`config.mk`:
```
export PLATFORM = sky130hd
export DESIGN_NAME = uart_line_status
export DESIGN_NICKNAME = d
export VERILOG_FILES = /design/src/rtl/rx_status_fifo.v /design/src/rtl/uart_line_status.v
export VERILOG_INCLUDE_DIRS = /design/src /design/src/rtl
export SDC_FILE = /design/constraint.sdc
export NUM_CORES = 1
export LEC_CHECK = 0
export BUFFER_PORTS_ARGS = -buffer_cell sky130_fd_sc_hd__buf_2
export CORE_MARGIN = 4
export CORE_UTILIZATION = 40
export CTS_BUF_LIST = sky130_fd_sc_hd__clkbuf_8
export DETAILED_ROUTE_END_ITERATION = 8
export GPL_ROUTABILITY_DRIVEN = 0
export PLACE_DENSITY_LB_ADDON = 0.25
export SYNTH_ARGS = -nofsm -noshare
export SYNTH_HDL_FRONTEND = slang
export SYNTH_SLANG_ARGS = --single-unit
```
`constraint.sdc`:
```
create_clock -name sys_clk -period 1.9 [get_ports sys_clk]
set_input_delay 0.38 -clock sys_clk [delete_from_list [all_inputs] [get_ports sys_clk]]
set_output_delay 0.38 -clock sys_clk [all_outputs]
set_load 0.01 [all_outputs]
```
`src/rtl/uart_line_status_defines.vh`:
```
// register offsets, field positions and sizes for the line status block
`ifndef UART_LINE_STATUS_DEFINES_VH
`define UART_LINE_STATUS_DEFINES_VH

// ----------------------------------------
// apb register byte offsets
// ----------------------------------------
`define OFS_LINE_STATUS 12'h000
`define OFS_RX_DATA 12'h004
`define OFS_TX_DATA 12'h008
`define OFS_CONTROL 12'h00c
`define OFS_IRQ_STATUS 12'h010
`define OFS_IRQ_MASK 12'h014

// ----------------------------------------
// line_status fields
// ----------------------------------------
`define LS_DATA_READY 0
`define LS_OVERRUN 1
`define LS_PARITY_ERR 2
`define LS_FRAMING_ERR 3
`define LS_BREAK 4
`define LS_HOLDING_EMPTY 5
`define LS_TX_EMPTY 6
`define LS_FIFO_ERROR 7

// ----------------------------------------
// control fields and reset value
// ----------------------------------------
`define CTL_FIFO_ENABLE 0
`define CTL_HOLDING_IRQ_ENABLE 1
`define CTL_RESET 2'h0

// ----------------------------------------
// irq_status / irq_mask fields
// ----------------------------------------
`define IRQ_DATA_READY 0
`define IRQ_LINE_ERROR 1
`define IRQ_HOLDING_EMPTY 2
`define IRQ_BREAK 3
`define IRQ_WIDTH 4
`define IRQ_RESET 4'h0

// ----------------------------------------
// receive fifo geometry
// ----------------------------------------
`define RX_DEPTH 16
`define RX_PTR_W 4
`define RX_CNT_W 5
`define RX_DEPTH_CNT 5'h10
`define RX_ENTRY_W 11

`endif

```
`src/rtl/rx_status_fifo.v`:
```
// receive fifo holding each character with its parity, framing and break marks
`timescale 1ns/1ps
`default_nettype none
`include "uart_line_status_defines.vh"

module rx_status_fifo (
  input wire sys_clk,
  input wire rst_n,
  input wire fifo_en,
  input wire push,
  input wire [7:0] push_data,
  input wire push_perr,
  input wire push_ferr,
  input wire push_brk,
  input wire pop,
  output wire [7:0] head_data,
  output wire head_perr,
  output wire head_ferr,
  output wire head_brk,
  output wire data_ready,
  output wire err_any,
  output reg overrun
);

  // ----------------------------------------
  // storage
  // ----------------------------------------
  // entry layout: [10] break, [9] framing, [8] parity, [7:0] data
  reg [`RX_ENTRY_W-1:0] mem [0:`RX_DEPTH-1];
  reg [`RX_PTR_W-1:0] wptr;
  reg [`RX_PTR_W-1:0] rptr;
  reg [`RX_CNT_W-1:0] count;
  reg [`RX_CNT_W-1:0] err_count;
  wire [`RX_CNT_W-1:0] limit;
  wire full;
  wire do_pop;
  wire do_push;
  wire [`RX_ENTRY_W-1:0] head;
  wire [`RX_ENTRY_W-1:0] new_entry;
  wire in_err;
  wire out_err;

  function has_error;
    input [`RX_ENTRY_W-1:0] e;
    begin
      has_error = e[8] | e[9] | e[10];
    end
  endfunction

  // without fifos only a single holding slot is in use
  // depth held at the counter's own width, so no bits are dropped here
  assign limit = fifo_en ? `RX_DEPTH_CNT : 5'h01;
  assign full = (count >= limit);
  assign do_pop = pop && (count != 5'h00);
  // a full fifo drops the new character, existing entries stay intact
  assign do_push = push && (!full || do_pop);
  assign head = mem[rptr];
  assign new_entry = {push_brk, push_ferr, push_perr, push_data};
  assign in_err = do_push && has_error(new_entry);
  assign out_err = do_pop && has_error(head);

  assign head_data = head[7:0];
  // flags follow the character at the read end
  assign head_perr = (count != 5'd0) && head[8];
  assign head_ferr = (count != 5'd0) && head[9];
  assign head_brk = (count != 5'd0) && head[10];
  assign data_ready = (count != 5'd0);
  assign err_any = (err_count != 5'd0);

  // ----------------------------------------
  // pointers and counts
  // ----------------------------------------
  always @(posedge sys_clk or negedge rst_n) begin
    if (!rst_n) begin
      wptr <= 4'h0;
      rptr <= 4'h0;
      count <= 5'h00;
      err_count <= 5'h00;
      overrun <= 1'b0;
    end else begin
      overrun <= push && !do_push;
      if (do_push) begin
        wptr <= wptr + 4'h1;
      end
      if (do_pop) begin
        rptr <= rptr + 4'h1;
      end
      count <= count + {4'h0, do_push} - {4'h0, do_pop};
      err_count <= err_count + {4'h0, in_err} - {4'h0, out_err};
    end
  end

  always @(posedge sys_clk) begin
    if (do_push) begin
      mem[wptr] <= new_entry;
    end
  end

endmodule
`default_nettype wire

```
`src/rtl/uart_line_status.v`:
```
// line status flags, receive error fifo and apb register slave for one channel
// Function
// - fifo error bit 7 set while any fifo character has parity, framing or break
// - bit 7 clears only once no remaining fifo character carries an error
// - without fifo, bit 6 set when holding and shift register both empty
// - bit 6 low while holding or shift register still holds a character
// - with fifo, bit 6 set only when tx fifo and shift register empty
// - without fifo, bit 5 set when character moves from holding to shift
// - bit 5 clears in the cycle after the host writes the holding register
// - interrupt while holding-empty flag and its interrupt enable are both set
// - with fifo, bit 5 set on tx fifo empty, cleared on any write
// - break bit 4 set when line stays low for a whole frame
// - one continuous break loads only one break character into the fifo
// - framing bit 3 set when a character lacks a valid stop bit
// - with fifo, framing bit reports the character at the read end
// - break, framing and fifo error bits read zero after reset
// - parity bit 2 set for bad parity, tied to the read-end character
// - overrun bit 1 set when a character completes into a full fifo
// - data ready bit 0 set while any received character remains
//
// Implementation choices: the APB slave port and the address map.
`timescale 1ns/1ps
`default_nettype none
`include "uart_line_status_defines.vh"

module uart_line_status (
  input wire sys_clk,
  input wire arst_n,
  // apb slave
  input wire psel,
  input wire penable,
  input wire pwrite,
  input wire [11:0] paddr,
  input wire [31:0] pwdata,
  output wire pready,
  output reg [31:0] prdata,
  output wire pslverr,
  // serial receive pin and receiver datapath
  input wire rx_serial,
  input wire rx_bit_tick,
  input wire [3:0] frame_bits,
  input wire rx_char_valid,
  input wire [7:0] rx_char_data,
  input wire rx_char_parity_err,
  input wire rx_char_stop_bad,
  // transmit datapath
  input wire tx_load_shift,
  input wire tx_shift_empty,
  input wire tx_fifo_empty,
  output reg tx_write,
  output reg [7:0] tx_write_data,
  output wire fifo_enable,
  // interrupt
  output wire irq
);

  // ----------------------------------------
  // reset release and pin synchronisers
  // ----------------------------------------
  reg rst_meta;
  reg rst_n;
  reg rx_meta;
  reg rx_line;

  always @(posedge sys_clk or negedge arst_n) begin
    if (!arst_n) begin
      rst_meta <= 1'b0;
      rst_n <= 1'b0;
    end else begin
      rst_meta <= 1'b1;
      rst_n <= rst_meta;
    end
  end

  // idle line is high, so the sync chain resets to one
  always @(posedge sys_clk or negedge rst_n) begin
    if (!rst_n) begin
      rx_meta <= 1'b1;
      rx_line <= 1'b1;
    end else begin
      rx_meta <= rx_serial;
      rx_line <= rx_meta;
    end
  end

  // ----------------------------------------
  // apb decode
  // ----------------------------------------
  wire setup_ph;
  wire access_ph;
  wire wr_acc;
  wire rd_acc;
  wire sel_ls;
  wire sel_rxd;
  wire sel_txd;
  wire sel_ctl;
  wire sel_ist;
  wire sel_imk;
  wire mapped;

  assign setup_ph = psel && !penable;
  assign access_ph = psel && penable;
  assign wr_acc = access_ph && pwrite;
  assign rd_acc = access_ph && !pwrite;
  assign sel_ls = (paddr == `OFS_LINE_STATUS);
  assign sel_rxd = (paddr == `OFS_RX_DATA);
  assign sel_txd = (paddr == `OFS_TX_DATA);
  assign sel_ctl = (paddr == `OFS_CONTROL);
  assign sel_ist = (paddr == `OFS_IRQ_STATUS);
  assign sel_imk = (paddr == `OFS_IRQ_MASK);
  assign mapped = sel_ls | sel_rxd | sel_txd | sel_ctl | sel_ist | sel_imk;

  // read data is captured in setup, so the access phase never waits
  assign pready = 1'b1;
  assign pslverr = access_ph && !mapped;

  // ----------------------------------------
  // control register
  // ----------------------------------------
  reg [1:0] control;
  wire holding_irq_en;

  assign fifo_enable = control[`CTL_FIFO_ENABLE];
  assign holding_irq_en = control[`CTL_HOLDING_IRQ_ENABLE];

  always @(posedge sys_clk or negedge rst_n) begin
    if (!rst_n) begin
      control <= `CTL_RESET;
    end else if (wr_acc && sel_ctl) begin
      control <= pwdata[1:0];
    end
  end

  // ----------------------------------------
  // break detection
  // ----------------------------------------
  reg [3:0] low_bits;
  reg break_held;
  wire break_event;

  // one event per continuous low stretch; rearmed only by a high line
  assign break_event = rx_bit_tick && !rx_line && !break_held &&
                       (low_bits + 4'h1 >= frame_bits);

  always @(posedge sys_clk or negedge rst_n) begin
    if (!rst_n) begin
      low_bits <= 4'h0;
      break_held <= 1'b0;
    end else begin
      if (rx_line) begin
        low_bits <= 4'h0;
        break_held <= 1'b0;
      end else if (rx_bit_tick) begin
        if (low_bits != 4'hf) begin
          low_bits <= low_bits + 4'h1;
        end
        if (break_event) begin
          break_held <= 1'b1;
        end
      end
    end
  end

  // ----------------------------------------
  // receive fifo
  // ----------------------------------------
  wire rx_push;
  wire [7:0] push_data;
  wire push_perr;
  wire push_ferr;
  wire rx_pop;
  wire [7:0] head_data;
  wire head_perr;
  wire head_ferr;
  wire head_brk;
  wire data_ready;
  wire err_any;
  wire overrun_ev;

  // a break frame replaces the character the receiver reports for it
  assign rx_push = rx_char_valid || break_event;
  assign push_data = break_event ? 8'h00 : rx_char_data;
  assign push_perr = !break_event && rx_char_parity_err;
  assign push_ferr = !break_event && rx_char_stop_bad;
  assign rx_pop = rd_acc && sel_rxd;

  rx_status_fifo u_rx_fifo (
    .sys_clk(sys_clk),
    .rst_n(rst_n),
    .fifo_en(fifo_enable),
    .push(rx_push),
    .push_data(push_data),
    .push_perr(push_perr),
    .push_ferr(push_ferr),
    .push_brk(break_event),
    .pop(rx_pop),
    .head_data(head_data),
    .head_perr(head_perr),
    .head_ferr(head_ferr),
    .head_brk(head_brk),
    .data_ready(data_ready),
    .err_any(err_any),
    .overrun(overrun_ev)
  );

  // ----------------------------------------
  // sticky break and overrun flags
  // ----------------------------------------
  reg break_flag;
  reg overrun_flag;
  reg [31:0] captured;
  wire ls_read;

  assign ls_read = rd_acc && sel_ls;

  // only bits already seen by the reader are cleared; new events win
  always @(posedge sys_clk or negedge rst_n) begin
    if (!rst_n) begin
      break_flag <= 1'b0;
      overrun_flag <= 1'b0;
    end else begin
      break_flag <= (break_flag && !(ls_read && captured[`LS_BREAK])) ||
                    break_event;
      overrun_flag <= (overrun_flag && !(ls_read && captured[`LS_OVERRUN])) ||
                      overrun_ev;
    end
  end

  // ----------------------------------------
  // transmit holding and empty flags
  // ----------------------------------------
  reg holding_empty_nf;
  wire host_tx_write;
  wire holding_empty;
  wire tx_empty;

  assign host_tx_write = wr_acc && sel_txd;

  always @(posedge sys_clk or negedge rst_n) begin
    if (!rst_n) begin
      holding_empty_nf <= 1'b1;
      tx_write <= 1'b0;
      tx_write_data <= 8'h00;
    end else begin
      tx_write <= host_tx_write;
      if (host_tx_write) begin
        tx_write_data <= pwdata[7:0];
      end
      if (tx_load_shift) begin
        holding_empty_nf <= 1'b1;
      end else if (host_tx_write) begin
        holding_empty_nf <= 1'b0;
      end
    end
  end

  // a write in progress already counts as a filled fifo
  assign holding_empty = fifo_enable ? (tx_fifo_empty && !tx_write) :
                         holding_empty_nf;
  assign tx_empty = holding_empty && tx_shift_empty;

  // ----------------------------------------
  // line status value
  // ----------------------------------------
  wire [7:0] line_status;

  assign line_status = {err_any, tx_empty, holding_empty, break_flag,
                        head_ferr, head_perr, overrun_flag, data_ready};

  // ----------------------------------------
  // interrupt status and mask
  // ----------------------------------------
  reg [`IRQ_WIDTH-1:0] irq_status;
  reg [`IRQ_WIDTH-1:0] irq_mask;
  reg holding_empty_d;
  wire [`IRQ_WIDTH-1:0] irq_events;
  wire [`IRQ_WIDTH-1:0] irq_clear;

  assign irq_events[`IRQ_DATA_READY] = rx_push;
  assign irq_events[`IRQ_LINE_ERROR] = overrun_ev ||
                                       (rx_char_valid && (rx_char_parity_err ||
                                        rx_char_stop_bad));
  assign irq_events[`IRQ_HOLDING_EMPTY] = holding_empty && !holding_empty_d;
  assign irq_events[`IRQ_BREAK] = break_event;
  assign irq_clear = (wr_acc && sel_ist) ? pwdata[`IRQ_WIDTH-1:0] : `IRQ_RESET;

  always @(posedge sys_clk or negedge rst_n) begin
    if (!rst_n) begin
      irq_status <= `IRQ_RESET;
      irq_mask <= `IRQ_RESET;
      holding_empty_d <= 1'b1;
    end else begin
      holding_empty_d <= holding_empty;
      irq_status <= (irq_status & ~irq_clear) | irq_events;
      if (wr_acc && sel_imk) begin
        irq_mask <= pwdata[`IRQ_WIDTH-1:0];
      end
    end
  end

  assign irq = (|(irq_status & irq_mask)) ||
               (holding_empty && holding_irq_en);

  // ----------------------------------------
  // read data capture
  // ----------------------------------------
  reg [31:0] next_prdata;

  always @* begin
    next_prdata = 32'h0000_0000;
    case (1'b1)
      sel_ls: next_prdata = {24'h000000, line_status};
      sel_rxd: next_prdata = {21'h000000, head_brk, head_ferr, head_perr, head_data};
      sel_ctl: next_prdata = {30'h00000000, control};
      sel_ist: next_prdata = {28'h0000000, irq_status};
      sel_imk: next_prdata = {28'h0000000, irq_mask};
      default: next_prdata = 32'h0000_0000;
    endcase
  end

  always @(posedge sys_clk or negedge rst_n) begin
    if (!rst_n) begin
      prdata <= 32'h0000_0000;
      captured <= 32'h0000_0000;
    end else if (setup_ph && !pwrite) begin
      prdata <= next_prdata;
      captured <= next_prdata;
    end
  end

endmodule
`default_nettype wire

```
* Yosys cells after proc, flatten, opt, wreduce, memory -nomap -nowiden
Memories as Yosys holds them, arrays and structs flattened.
Cells that the tools add are included.
** Word-level totals
- Register bits :: 83
- Memory bits (writable) :: 176
- Input bits :: 69
- Output and inout bits :: 45
- Word-level logic and storage cells :: 132
- Memories kept :: 1
** Memories
- u_rx_fifo.mem :: words 16, bits a word 11, rd ports 1, clocked after memory_dff 0, write ports 1, line rx_status_fifo.v:29 : reg [`RX_ENTRY_W-1:0] mem [0:`RX_DEPTH-1];
** Cells by class
- Add/subtract/negate cells :: 7
- Magnitude comparators :: 2
- Eq/ne operators :: 6
- Mux-type cells :: 19
- Bitwise logic cells :: 13
- Reductions and logical operators :: 63
** Operators by type and width (number)
- $mux W32 :: 3
- $logic_and A1 B1 Y1 :: 34
- $eq A12 B4 Y1 const B :: 2
- $eq A12 B5 Y1 const B :: 2
- $mux W4 :: 6
- $add A4 B1 Y4 const B :: 3
- $eq A12 B3 Y1 const B :: 1
- $logic_not A1 Y1 :: 12
- $logic_not A12 Y1 :: 1
- $add A5 B1 Y5 :: 2
- $reduce_bool A5 Y1 :: 2
- $sub A5 B1 Y5 :: 2
- $or A1 B1 Y1 :: 9
- $and A4 B4 Y4 :: 2
- $mux W1 :: 8
- $mux W8 :: 1
- $reduce_bool A2 Y1 :: 4
- $logic_or A1 B1 Y1 :: 7
- $ge A5 B5 Y1 :: 1
- $mux W5 :: 1
- $ge A4 B4 Y1 :: 1
- $ne A4 B4 Y1 const B :: 1
- $not A4 Y4 :: 1
- $or A4 B4 Y4 :: 1
- other kinds (2) :: 3

* Depth between registers and ports, before layout
Gate-level depths: netlist of the first run.
- Depth in word-level cells :: 11
- Gate-level depth with buffers :: 16
- Mapped depth without buffers :: 14

* Cells and area by module
Synthesis of the first run repeated with hierarchy kept, for this count alone.
** Unflattened totals
- Cell total of the unflattened synthesis :: 625
- Area, all modules :: 10425.0 um2
** By module, submodules not included
- rx_status_fifo :: instances 1, cells each 389, area each 7976.4 um2, seq. area each 5760.5 um2
- uart_line_status :: instances 1, cells each 236, area each 2448.6 um2, seq. area each 1081.0 um2

* Least setup slack after synthesis of the first run
No wires, ideal clock.
- Kind :: register -> register
- From :: reg u_rx_fifo.rptr[0]
- To :: reg u_rx_fifo.err_count[4]
- Setup time :: 123 ps
- Arrival :: 3243 ps
- Required time :: 1777 ps
- Setup slack :: -1466 ps
- Stages on the path, launching flop included :: 14
- Buffers on the path :: 2
- Period minus slack after synthesis :: 3366 ps
- Cell sequence :: dfrtp_1 buf_2 buf_2 mux4_2 mux4_2 o21a_1 ha_1 inv_1 ha_1 fa_1 a21oi_1 nor2_1 nor2_1 xnor2_1
** Between the ends
- Word-level cells in the longest chain between the ends :: 5
** Ends and longest elaborated chain
- start: declaration :: line rx_status_fifo.v:31 : reg [`RX_PTR_W-1:0] rptr;
- start signal: assignment :: line rx_status_fifo.v:86 : rptr <= rptr + 4'h1;
- $mem_v2 Z16 W11 *
- $or A1 B1 Y1 :: line rx_status_fifo.v:46 : has_error = e[8] | e[9] | e[10];
- $or A1 B1 Y1 * :: line rx_status_fifo.v:46
- $logic_and A1 B1 Y1 * :: line rx_status_fifo.v:60 : assign out_err = do_pop && has_error(head);
- $sub A5 B1 Y5 * :: line rx_status_fifo.v:89 : err_count <= err_count + {4'h0, in_err} - {4'h0, out_err};
- end signal: assignment :: line rx_status_fifo.v:89
- end: declaration :: line rx_status_fifo.v:33 : reg [`RX_CNT_W-1:0] err_count;
Every way passes the cells marked *; elsewhere a longest branch is shown, timed or not.
A chain may end at the register's enable or synchronous reset.

* Final worst setup path of the first run
Same ends and word-level chain as after synthesis.

==> results of run 1 <==
critical path: stages, from the launching register on:
cell and delay (ns):
dfrtp_2 0.45, mux4_2 0.51, mux4_2 0.53, o21a_1 0.25, ha_4 0.27, inv_2 0.04
ha_4 0.15, fa_2 0.34, a21oi_2 0.12, nor2_1 0.04, nor2_1 0.11, xnor2_1 0.13
routing by layer:
metal | vias to the layer above | global-route usage, %
li1 | 2871 | -
met1 | 3378 | 24.1
met2 | 338 | 28.8
met3 | 53 | 3.99
met4 | 0 | 4.59
met5 | - | 0
final cells by class:
class,count,area [µm²],area share (%)
flip-flops and latches,238,6850,49.2
multi-input cells,349,3760,27.0
repair buffers,213,2000,14.4
clock buffers,43,592,4.25
well taps,330,413,2.97
clock inverters,30,210,1.51
inverters,22,87.6,0.629
placed cells by master (no fill, tap or decap), drive strengths merged, types with 12 or more instances in the layout:
cell and instances:
inv 37, conb 23, mux4 47, mux2i 12, and3 28, o21ai 12
nor2 23, clkbuf 51, nor2b 16, dfrtp 58, a21oi 14, mux2 19
nand2 27, buf 203, edfxtp 176, ha 26
registers in the layout, indices dropped and copies added (netlist names), 2 cells and up:
signal               cells
irq_mask                 4
tx_write_data            8
irq_status               4
u_rx_fifo.err_count      5
control                  2
u_rx_fifo.rptr           4
captured                11
low_bits                 4
u_rx_fifo.mem          176
u_rx_fifo.wptr           4
u_rx_fifo.count          5
stage by stage:
stage / setup TNS, ns / instance area [µm²]
final: -211.71 / 13900
after global routing: -239.75 / 13900
after CTS: -185.00 / 13100
after detailed placement: -276.79 / 11800
after global placement: -250.78 / 11800
after floorplan: -94.69 / 10800
report_power, final:
part           switching, mW  leakage (nW)  internal (mW)
clock network           2.03         0.453           2.52
registers              0.233          2.35           6.13
logic                   1.78          2.63           1.72
worst paths after layout:
kind	from	end	slack (ns)
worst max-delay path	u_rx_fifo.rptr[0]	u_rx_fifo.err_count[4]	-1.10
worst min-delay path	tx_load_shift	holding_empty_nf	0.03
worst max register to register	u_rx_fifo.rptr[0]	u_rx_fifo.err_count[4]	-1.10
worst min register to register	rst_n	u_rx_fifo.err_count[0]	0.26
max in group asynchronous	rst_n	rx_meta	1.27
min in group asynchronous	arst_n	rst_meta	0.15
cell families after synthesis:
group | synth area share (%)
xor+xnor | 1.44
mux | 13.8
buf+inv | 3.51
simple gates | 6.92
compound gates | 4.31
flops | 66.4
fa+ha+maj | 3.55
other cells | 0.0729
repair_timing:
action                     4_1_cts  5_1_grt
cloned                          12       12
hold endpoints to repair         3        0
setup endpoints to repair      386      391
pin swaps                       10       14
gates resized for setup         39       40
hold buffers                     2        0
setup buffers                   11       44
==> impl_metrics.tcl, run 1 <==
set metrics [dict create \
    maxClockFrequency_ghz 0.333 \
    clock_sinks 238 \
    status "complete, but fails checks" \
    synth-main-ff-cell "edfxtp_1" \
    finalCriticalPeriod_ns 3.00 \
    top_layer_used "met4" \
    tritoncts.num_buffers 41 \
    grt_pass1_vias 6380 \
    route.detailed.drc 0 \
    routed_via_density 5.42 \
    grt_pass1_wl_mm 37.9 \
    worst_setup_sp_type "flop" \
    detailed_route_iter0_violations 685 \
    synth.lib_cells_used.distinct 62 \
    clk-insertion-delay-late_ns 0.54 \
    cts_tree "built" \
    cellLeakagePower_nw 5.44 \
    drv_slew 0 \
    drt-total-wl_mm 27.8 \
    cts.root.buffer_cell "clkbuf_8" \
    finalHoldViolations 0 \
    hold_depth 2 \
    route.antenna.remaining_nets 0 \
    critPathArrivalTime_ns 3.46 \
    max-vdd-ir-drop_mv 0.648 \
    setup_slack_ns -1.10 \
    placement.io_buffers 67 \
    horiz_die_dim_um 169 \
    finish.net_count 962 \
    fillers 1967 \
    antenna_cells 0 \
    cp_max_fo 6 \
    synth.cell_area_um2 10300 \
    synth.area.top_cells "edfxtp_1 (51%), dfrtp_1 (14%), mux4_2 (10%)" \
    ff2ff_path_depth 11 \
    netlist.area_leader.share_pct 51.3 \
    grt_antenna_before_repair 0 \
    die_area_um2 28400 \
    drt_pass1_iterations 5 \
    required_ns 2.36 \
    finalClockSkew_ns 0.0235 \
    postSynthAreaPerCell_um2 16.5 \
    timing.hold.worst.class "in -> reg" \
    detailedPlace.worstSlack_ns -1.25 \
    clockBufferDepth 3 \
    synth-seq-cells 238 \
    setup_violations 388 \
    unrepaired_setup_endpoints_after_global_routing "yes" \
    die_extent_in_y_um 169 \
    tightest_slew_ns 0.796 \
    grt_usage_pct 17.6 \
    synth-edff-count 176 \
    post-route-util_pct 55.1 \
    route.met3.wl_mm 2.58 \
    postSynthCellCount 623 \
    total_power_mw 14.4 \
    power.density_nw_per_um2 1040 \
    synth_top_cell_by_area "edfxtp_1" \
    worstSetupPathType "reg -> reg" \
    grt_start_max_net_pins 61 \
    hpwlAfterDp_mm 15.5 \
    violated_checks "setup timing" \
    core-area_um2 25300 \
    crit_path_end_kind "flop" \
    placement_rows 58 \
    hold-worst-slack_ns 0.0328 \
    final_cells 1225 \
    grt.overflow.total 0 \
    synth_sequential_area_ratio_pct 66.4 \
    async_flop_share_pct 26.1 \
    ios 114 \
    synth-warning-count 0 \
    area.growth.synth_to_final_pct 35.0 \
    routed-via-count 6640 \
    dp.cells 1073 \
    final_layout_size_suffix_gt1_share_pct 47.8 \
    avgRoutedWirePerCell_um 22.7 \
    slew_headroom_pct 46.8 \
    period_share_pct 158 \
    synth_top_cells_by_count "edfxtp_1 (176), dfrtp_1 (58), mux4_2 (47)" \
    initial_utilization_pct 40.8 \
    clkSlewWorstSetupHoldPaths_ns 0.06 \
    synthMostInstantiatedCell "edfxtp_1" \
    htree_num_levels 2 \
    detailroute.wirelength.met2_mm 13.2 \
    drv_cap 0 \
    routedLengthMet1_mm 11.3 \
]
Power figures use the tool's default switching activity.
==> run 2, diff against run 1 <==
Settings changed: BUFFER_PORTS_ARGS -buffer_cell sky130_fd_sc_hd__buf_2 to -buffer_cell sky130_fd_sc_hd__buf_4.
==> run 2 against run 1 <==
  * The run still ends with setup timing left
  * Sequential power about the same
  * Via count down 2.5%
  * Worst setup slack worse by 0.075 ns
  * Final area down 0.82%
  * Global-route usage up 1.1 points
  * Combinational power about the same
  * Utilization down 0.45 points
  * Sequential share of layout area up 0.40 points
  * Die area unchanged
  * Critical endpoint unchanged
==> impl_metrics.tcl, run 2 (synthesis gave the netlist of run 1 again) <==
set metrics [dict create \
    status "complete, but fails checks" \
    violated_checks "setup timing" \
    finalHoldViolations 0 \
    drv_slew 0 \
    cellLeakagePower_nw 5.33 \
    clkSlewWorstSetupHoldPaths_ns 0.06 \
    worst_setup_sp_type "flop" \
    reg_top3 "u_rx_fifo.mem x176, captured x11, tx_write_data x8" \
    grt.overflow.total 0 \
    max_flop_register "u_rx_fifo.mem" \
    layout.cells.most_common "edfxtp_1" \
    required_ns 2.35 \
    post-route-util_pct 54.6 \
    grt_pass1_wl_mm 40.2 \
    antenna_cells 0 \
    grt_start_max_net_pins 31 \
    grt_pass1_vias 6786 \
    period_share_pct 162 \
    critPathArrivalTime_ns 3.53 \
    core-area_um2 25300 \
    placement.io_buffers 67 \
    cp_slowest_stage_delay_ns 0.54 \
    finish.instance_area_um2 13800 \
    clockBufferDepth 3 \
    cts_tree "built" \
    crit_slowest_cell "mux4_2" \
    r2r_start "u_rx_fifo.rptr[0]" \
    worstSetupPathType "reg -> reg" \
    largest_reg_flops 176 \
    finalClockSkew_ns 0.0183 \
    hold_path_end "irq_status[0]" \
    horiz_die_dim_um 169 \
    drt_pass1_iterations 5 \
    hold-worst-slack_ns 0.0809 \
    timing.hold.worst.class "in -> reg" \
    setup_violations 393 \
    setup_slack_ns -1.18 \
    routed_via_density 5.39 \
    clock_sinks 238 \
    tightest_slew_ns 0.704 \
    maxClockFrequency_ghz 0.325 \
    cp_max_fo 6 \
    timing.critical_path.cells "mux4_2 > mux4_2 > o21a_1 > ha_4 > inv_2 > ha_4 > fa_2 > a21oi_2 > nor2_1 > nor2_1 > xnor2_1" \
    routed-via-count 6474 \
    max-vdd-ir-drop_mv 0.584 \
    die_extent_in_y_um 169 \
    postPlaceCellArea_um2 12000 \
    tritoncts.num_buffers 39 \
    die_area_um2 28400 \
    crit_path_end_kind "flop" \
    total_power_mw 13.9 \
    initial_utilization_pct 40.8 \
    r2r_end "u_rx_fifo.err_count[4]" \
    layout.cells.most_common_list "edfxtp_1 (176), buf_4 (138), dfrtp_1 (55)" \
    final_layout_size_suffix_gt1_share_pct 46.3 \
    htree_num_levels 2 \
    route.antenna.remaining_nets 0 \
    drv_cap 0 \
    hold_start "rx_char_valid" \
    cts.root.buffer_cell "clkbuf_8" \
    hpwlAfterDp_mm 15.7 \
    grt_antenna_before_repair 0 \
    grt_usage_pct 18.7 \
    reg2reg_slack_ns -1.18 \
    placement_rows 58 \
    detailed_route_iter0_violations 650 \
    area.growth.synth_to_final_pct 33.9 \
    finish.net_count 939 \
    finalCriticalPeriod_ns 3.08 \
    route.detailed.drc 0 \
    clk-insertion-delay-late_ns 0.54 \
    unrepaired_setup_endpoints_after_global_routing "yes" \
    slew_headroom_pct 53.0 \
    ff2ff_path_depth 11 \
    avgRoutedWirePerCell_um 22.6 \
    ios 114 \
    power.density_nw_per_um2 1010 \
    hold_depth 2 \
    drt-total-wl_mm 27.2 \
]
run 2: changes by cell type in the layout (fill, tap and decap cells not counted), sizes merged:
cell         change
and3             +1
buf             -21
bufinv           -3
clkbuf           -7
clkinv           +7
dlygate4sd3      +1
inv              -4
nor2b            +3
run 2: per-layer routing:
metal | global-route usage, % | share of wire, % | vias up
met2 | 31.1 | 49 | 290
met5 | 0 | 0 | -
li1 | - | - | 2837
met1 | 24.4 | 40 | 3289
met3 | 3.95 | 7.8 | 58
met4 | 7.23 | 3.7 | 0
run 2: cell type report:
| class | count | area, µm² |
|---|---|---|
| inverter | 22 | 87.6 |
| sequential | 238 | 6850 |
| clock inverter | 30 | 141 |
| multi-input combinational | 353 | 3820 |
| timing repair buffer | 188 | 1920 |
| tap | 330 | 413 |
| clock buffer | 41 | 564 |
| fill | 1987 | 11500 |
run 2: where the power goes:
group	total [mW]	switching (mW)	internal (mW)	leakage, nW
registers	6.39	0.252	6.13	2.36
clock network	4.03	2.01	2.02	0.400
logic	3.49	1.76	1.73	2.58
run 2: worst max path at each step:
stage	cells after the start	endpoint	start
floorplan	13	u_rx_fifo.err_count[4]	u_rx_fifo.rptr[0]
global placement	14	u_rx_fifo.err_count[4]	u_rx_fifo.rptr[2]
detailed placement	14	u_rx_fifo.err_count[4]	u_rx_fifo.rptr[2]
CTS	14	u_rx_fifo.err_count[4]	u_rx_fifo.rptr[2]
global route	16	u_rx_fifo.err_count[4]	u_rx_fifo.rptr[2]
finish	11	u_rx_fifo.err_count[4]	u_rx_fifo.rptr[0]
run 2: timing repair:
item / 4_1_cts / 5_1_grt
endpoints found under the hold margin: 4 / 0
hold buffers: 3 / 0
setup endpoints to repair: 394 / 396
gates resized for setup: 58 / 38
pin swaps: 16 / 24
gates cloned: 19 / 6
setup buffers: 25 / 17
run 2: worst max-delay path, delay by kind of cell (launching register included):
family          cells  cell delay [ns]
compound gates      2             0.38
flops               1             0.48
buf+inv             1             0.04
simple gates        2             0.17
fa+ha+maj           3             0.76
mux                 2             1.06
xor+xnor            1             0.12
run 2: metrics by stage:
stage                     std cells  setup WS, ns  setup TNS [ns]
after floorplan                 644         -1.13          -94.69
after global placement         1069         -1.19         -262.49
after detailed placement       1069         -1.27         -280.87
after CTS                      1187         -1.16         -207.61
after global routing           1202         -1.33         -246.86
final                          1202         -1.18         -205.25
==> run 3, diff against run 2 <==
Clock period 1.9 ns to 3.4 ns, I/O delays scaled along.
==> run 3 against run 2 <==
  * Final area fell by 9.7%
  * Combinational power down 66%
  * Critical path type unchanged
  * Sequential share of layout area grew 5.3 points
  * The flow now finishes without violations
==> impl_metrics.tcl, run 3 (synthesis gave the netlist of run 1 again) <==
set metrics [dict create \
    tritoncts.num_buffers 41 \
    required_ns 3.85 \
    placement.io_buffers 67 \
    grt_antenna_before_repair 0 \
    placement_rows 58 \
    power.density_nw_per_um2 565 \
    grt_start_max_net_pins 32 \
    finish.net_count 876 \
    cp_num_buf_inv 1 \
    grt_pass1_wl_mm 35.2 \
    drt-total-wl_mm 22.7 \
    timing.setup.tns_ns 0 \
    grt_pass1_vias 6241 \
    clk-insertion-delay-late_ns 0.54 \
    grt_usage_pct 16.0 \
    max_flop_register "u_rx_fifo.mem" \
    die_extent_in_y_um 169 \
    cts.root.buffer_cell "clkbuf_8" \
    area.growth.synth_to_final_pct 20.9 \
    route.detailed.drc 0 \
    detailedPlace.worstSlack_ns -0.0625 \
    worst_setup_sp_type "flop" \
    post-route-util_pct 49.4 \
    reg_top3 "u_rx_fifo.mem x176, captured x11, tx_write_data x8" \
    drv_cap 0 \
    horiz_die_dim_um 169 \
    routed_via_density 5.18 \
    cpLargestDelayFamily "multiplexers" \
    ios 114 \
    finalHoldViolations 0 \
    final_layout_size_suffix_gt1_share_pct 34.0 \
    route.antenna.remaining_nets 0 \
    core-area_um2 25300 \
    max-vdd-ir-drop_mv 0.291 \
    register_area_um2 6850 \
    timing.critical_path.cells "mux4_2 > mux4_2 > o21a_1 > ha_1 > inv_1 > ha_1 > fa_2 > a21oi_2 > nor2_1 > nor2_1 > xnor2_1" \
    layout.cells.most_common "edfxtp_1" \
    detailed_route_iter0_violations 336 \
    clock_sinks 238 \
    period_share_pct 95.4 \
    hpwlAfterDp_mm 15.7 \
    cp_max_fo 7 \
    finalCriticalPeriod_ns 3.24 \
    clkSlewWorstSetupHoldPaths_ns 0.06 \
    drv_slew 0 \
    clockBufferDepth 3 \
    crit_slowest_cell "mux4_2" \
    slew_headroom_pct 56.9 \
    grt.overflow.total 0 \
    htree_num_levels 2 \
    finish.instance_area_um2 12500 \
    largest_reg_flops 176 \
    postPlaceCellArea_um2 11700 \
    setup_slack_ns 0.155 \
    worstSetupPathType "reg -> reg" \
    hold_start "rx_serial" \
    crit_path_end_kind "flop" \
    cellLeakagePower_nw 4.84 \
    maxClockFrequency_ghz 0.308 \
    fillers 2198 \
    drt_pass1_iterations 6 \
    layout.cells.most_common_list "edfxtp_1 (176), buf_4 (125), dfrtp_1 (54)" \
    initial_utilization_pct 40.8 \
    critPathArrivalTime_ns 3.69 \
    routed-via-count 5916 \
    avgRoutedWirePerCell_um 19.9 \
    worstSetupStartpoint "u_rx_fifo.rptr[0]" \
    finalClockSkew_ns 0.0186 \
    antenna_cells 0 \
    cts_tree "built" \
    timing.hold.worst.class "in -> reg" \
    status "complete, no violations" \
    cp_slowest_stage_delay_ns 0.55 \
    multi_input_area_um2 3190 \
    tightest_slew_ns 0.646 \
    die_area_um2 28400 \
    setup_violations 0 \
    r2r_start "u_rx_fifo.rptr[0]" \
]
==> run 3: changes by cell type in the layout (fill, tap and decap cells not counted), sizes merged <==
cell / previous run / this run
and3: 29 / 16
buf: 182 / 138
clkbuf: 44 / 42
clkinv: 18 / 21
dlygate4sd3: 3 / 1
inv: 33 / 34
nor2b: 19 / 16
==> run 3: stage by stage <==
stage / total power, mW / cells / hold slack [ns]
3_3_place_gp: 4.73 / 1059 / 0.314
5_1_grt: 7.44 / 1142 / 0.219
2_1_floorplan: 4.33 / 644 / 0.331
3_5_place_dp: 4.81 / 1059 / 0.329
6_report: 7.04 / 1142 / 0.257
4_1_cts: 7.13 / 1136 / 0.217
==> run 3: final timing paths <==
path | end | slack [ns] | cells after the start
min in group asynchronous | tx_write_data[6] | 0.30 | 0
hold / removal | rx_meta | 0.26 | 1
hold reg to reg | tx_write_data[6] | 0.30 | 0
setup / recovery | u_rx_fifo.err_count[4] | 0.16 | 11
setup reg to reg | u_rx_fifo.err_count[4] | 0.16 | 11
max in group asynchronous | holding_empty_d | 2.16 | 1
==> run 3: layout make-up <==
class,count,area share [%]
Clock buffer,42,4.64
Clock inverter,34,1.19
Inverter,22,0.663
Multi-Input combinational cell,337,25.6
Sequential cell,238,54.9
Tap cell,330,3.31
Timing Repair Buffer,139,9.63
==> run 3: timing repair <==
item                                    4_1_cts  5_1_grt
endpoints found under the hold margin         2        0
buffers inserted                              0        6
hold buffers                                  1        0
pin swaps                                     0        0
endpoints found under the setup margin        1        2
resized for setup                             1        8
==> run 3: routing by layer <==
layer  GRT usage, %  share of wire (%)  wire length (µm)  up-vias
met5              0                  0                 0        -
met4           4.13                1.7               386        0
met3           3.34                6.3              1420       37
met2           26.3                 49             11100      191
met1           22.0                 43              9860     3018
li1               -                  -                 -     2670
==> run 3: worst reg2reg max path, delay by kind of cell, from the launching register on <==
family	cells	cell delay, ns
flip-flops	1	0.49
AND/OR/NAND/NOR	2	0.16
adder cells (fa/ha/maj)	3	0.88
buffers and inverters	1	0.04
XOR/XNOR	1	0.14
AO/OA/AOI/OAI	2	0.37
multiplexers	2	1.08
==> run 3: power breakdown <==
| part | leakage [nW] | switching, mW | total [mW] | internal (mW) |
|---|---|---|---|---|
| Combinational | 2.07 | 0.644 | 1.19 | 0.543 |
| Clock | 0.408 | 1.13 | 2.29 | 1.16 |
| Sequential | 2.35 | 0.135 | 3.56 | 3.43 |
| Total | 4.84 | 1.91 | 7.04 | 5.13 |
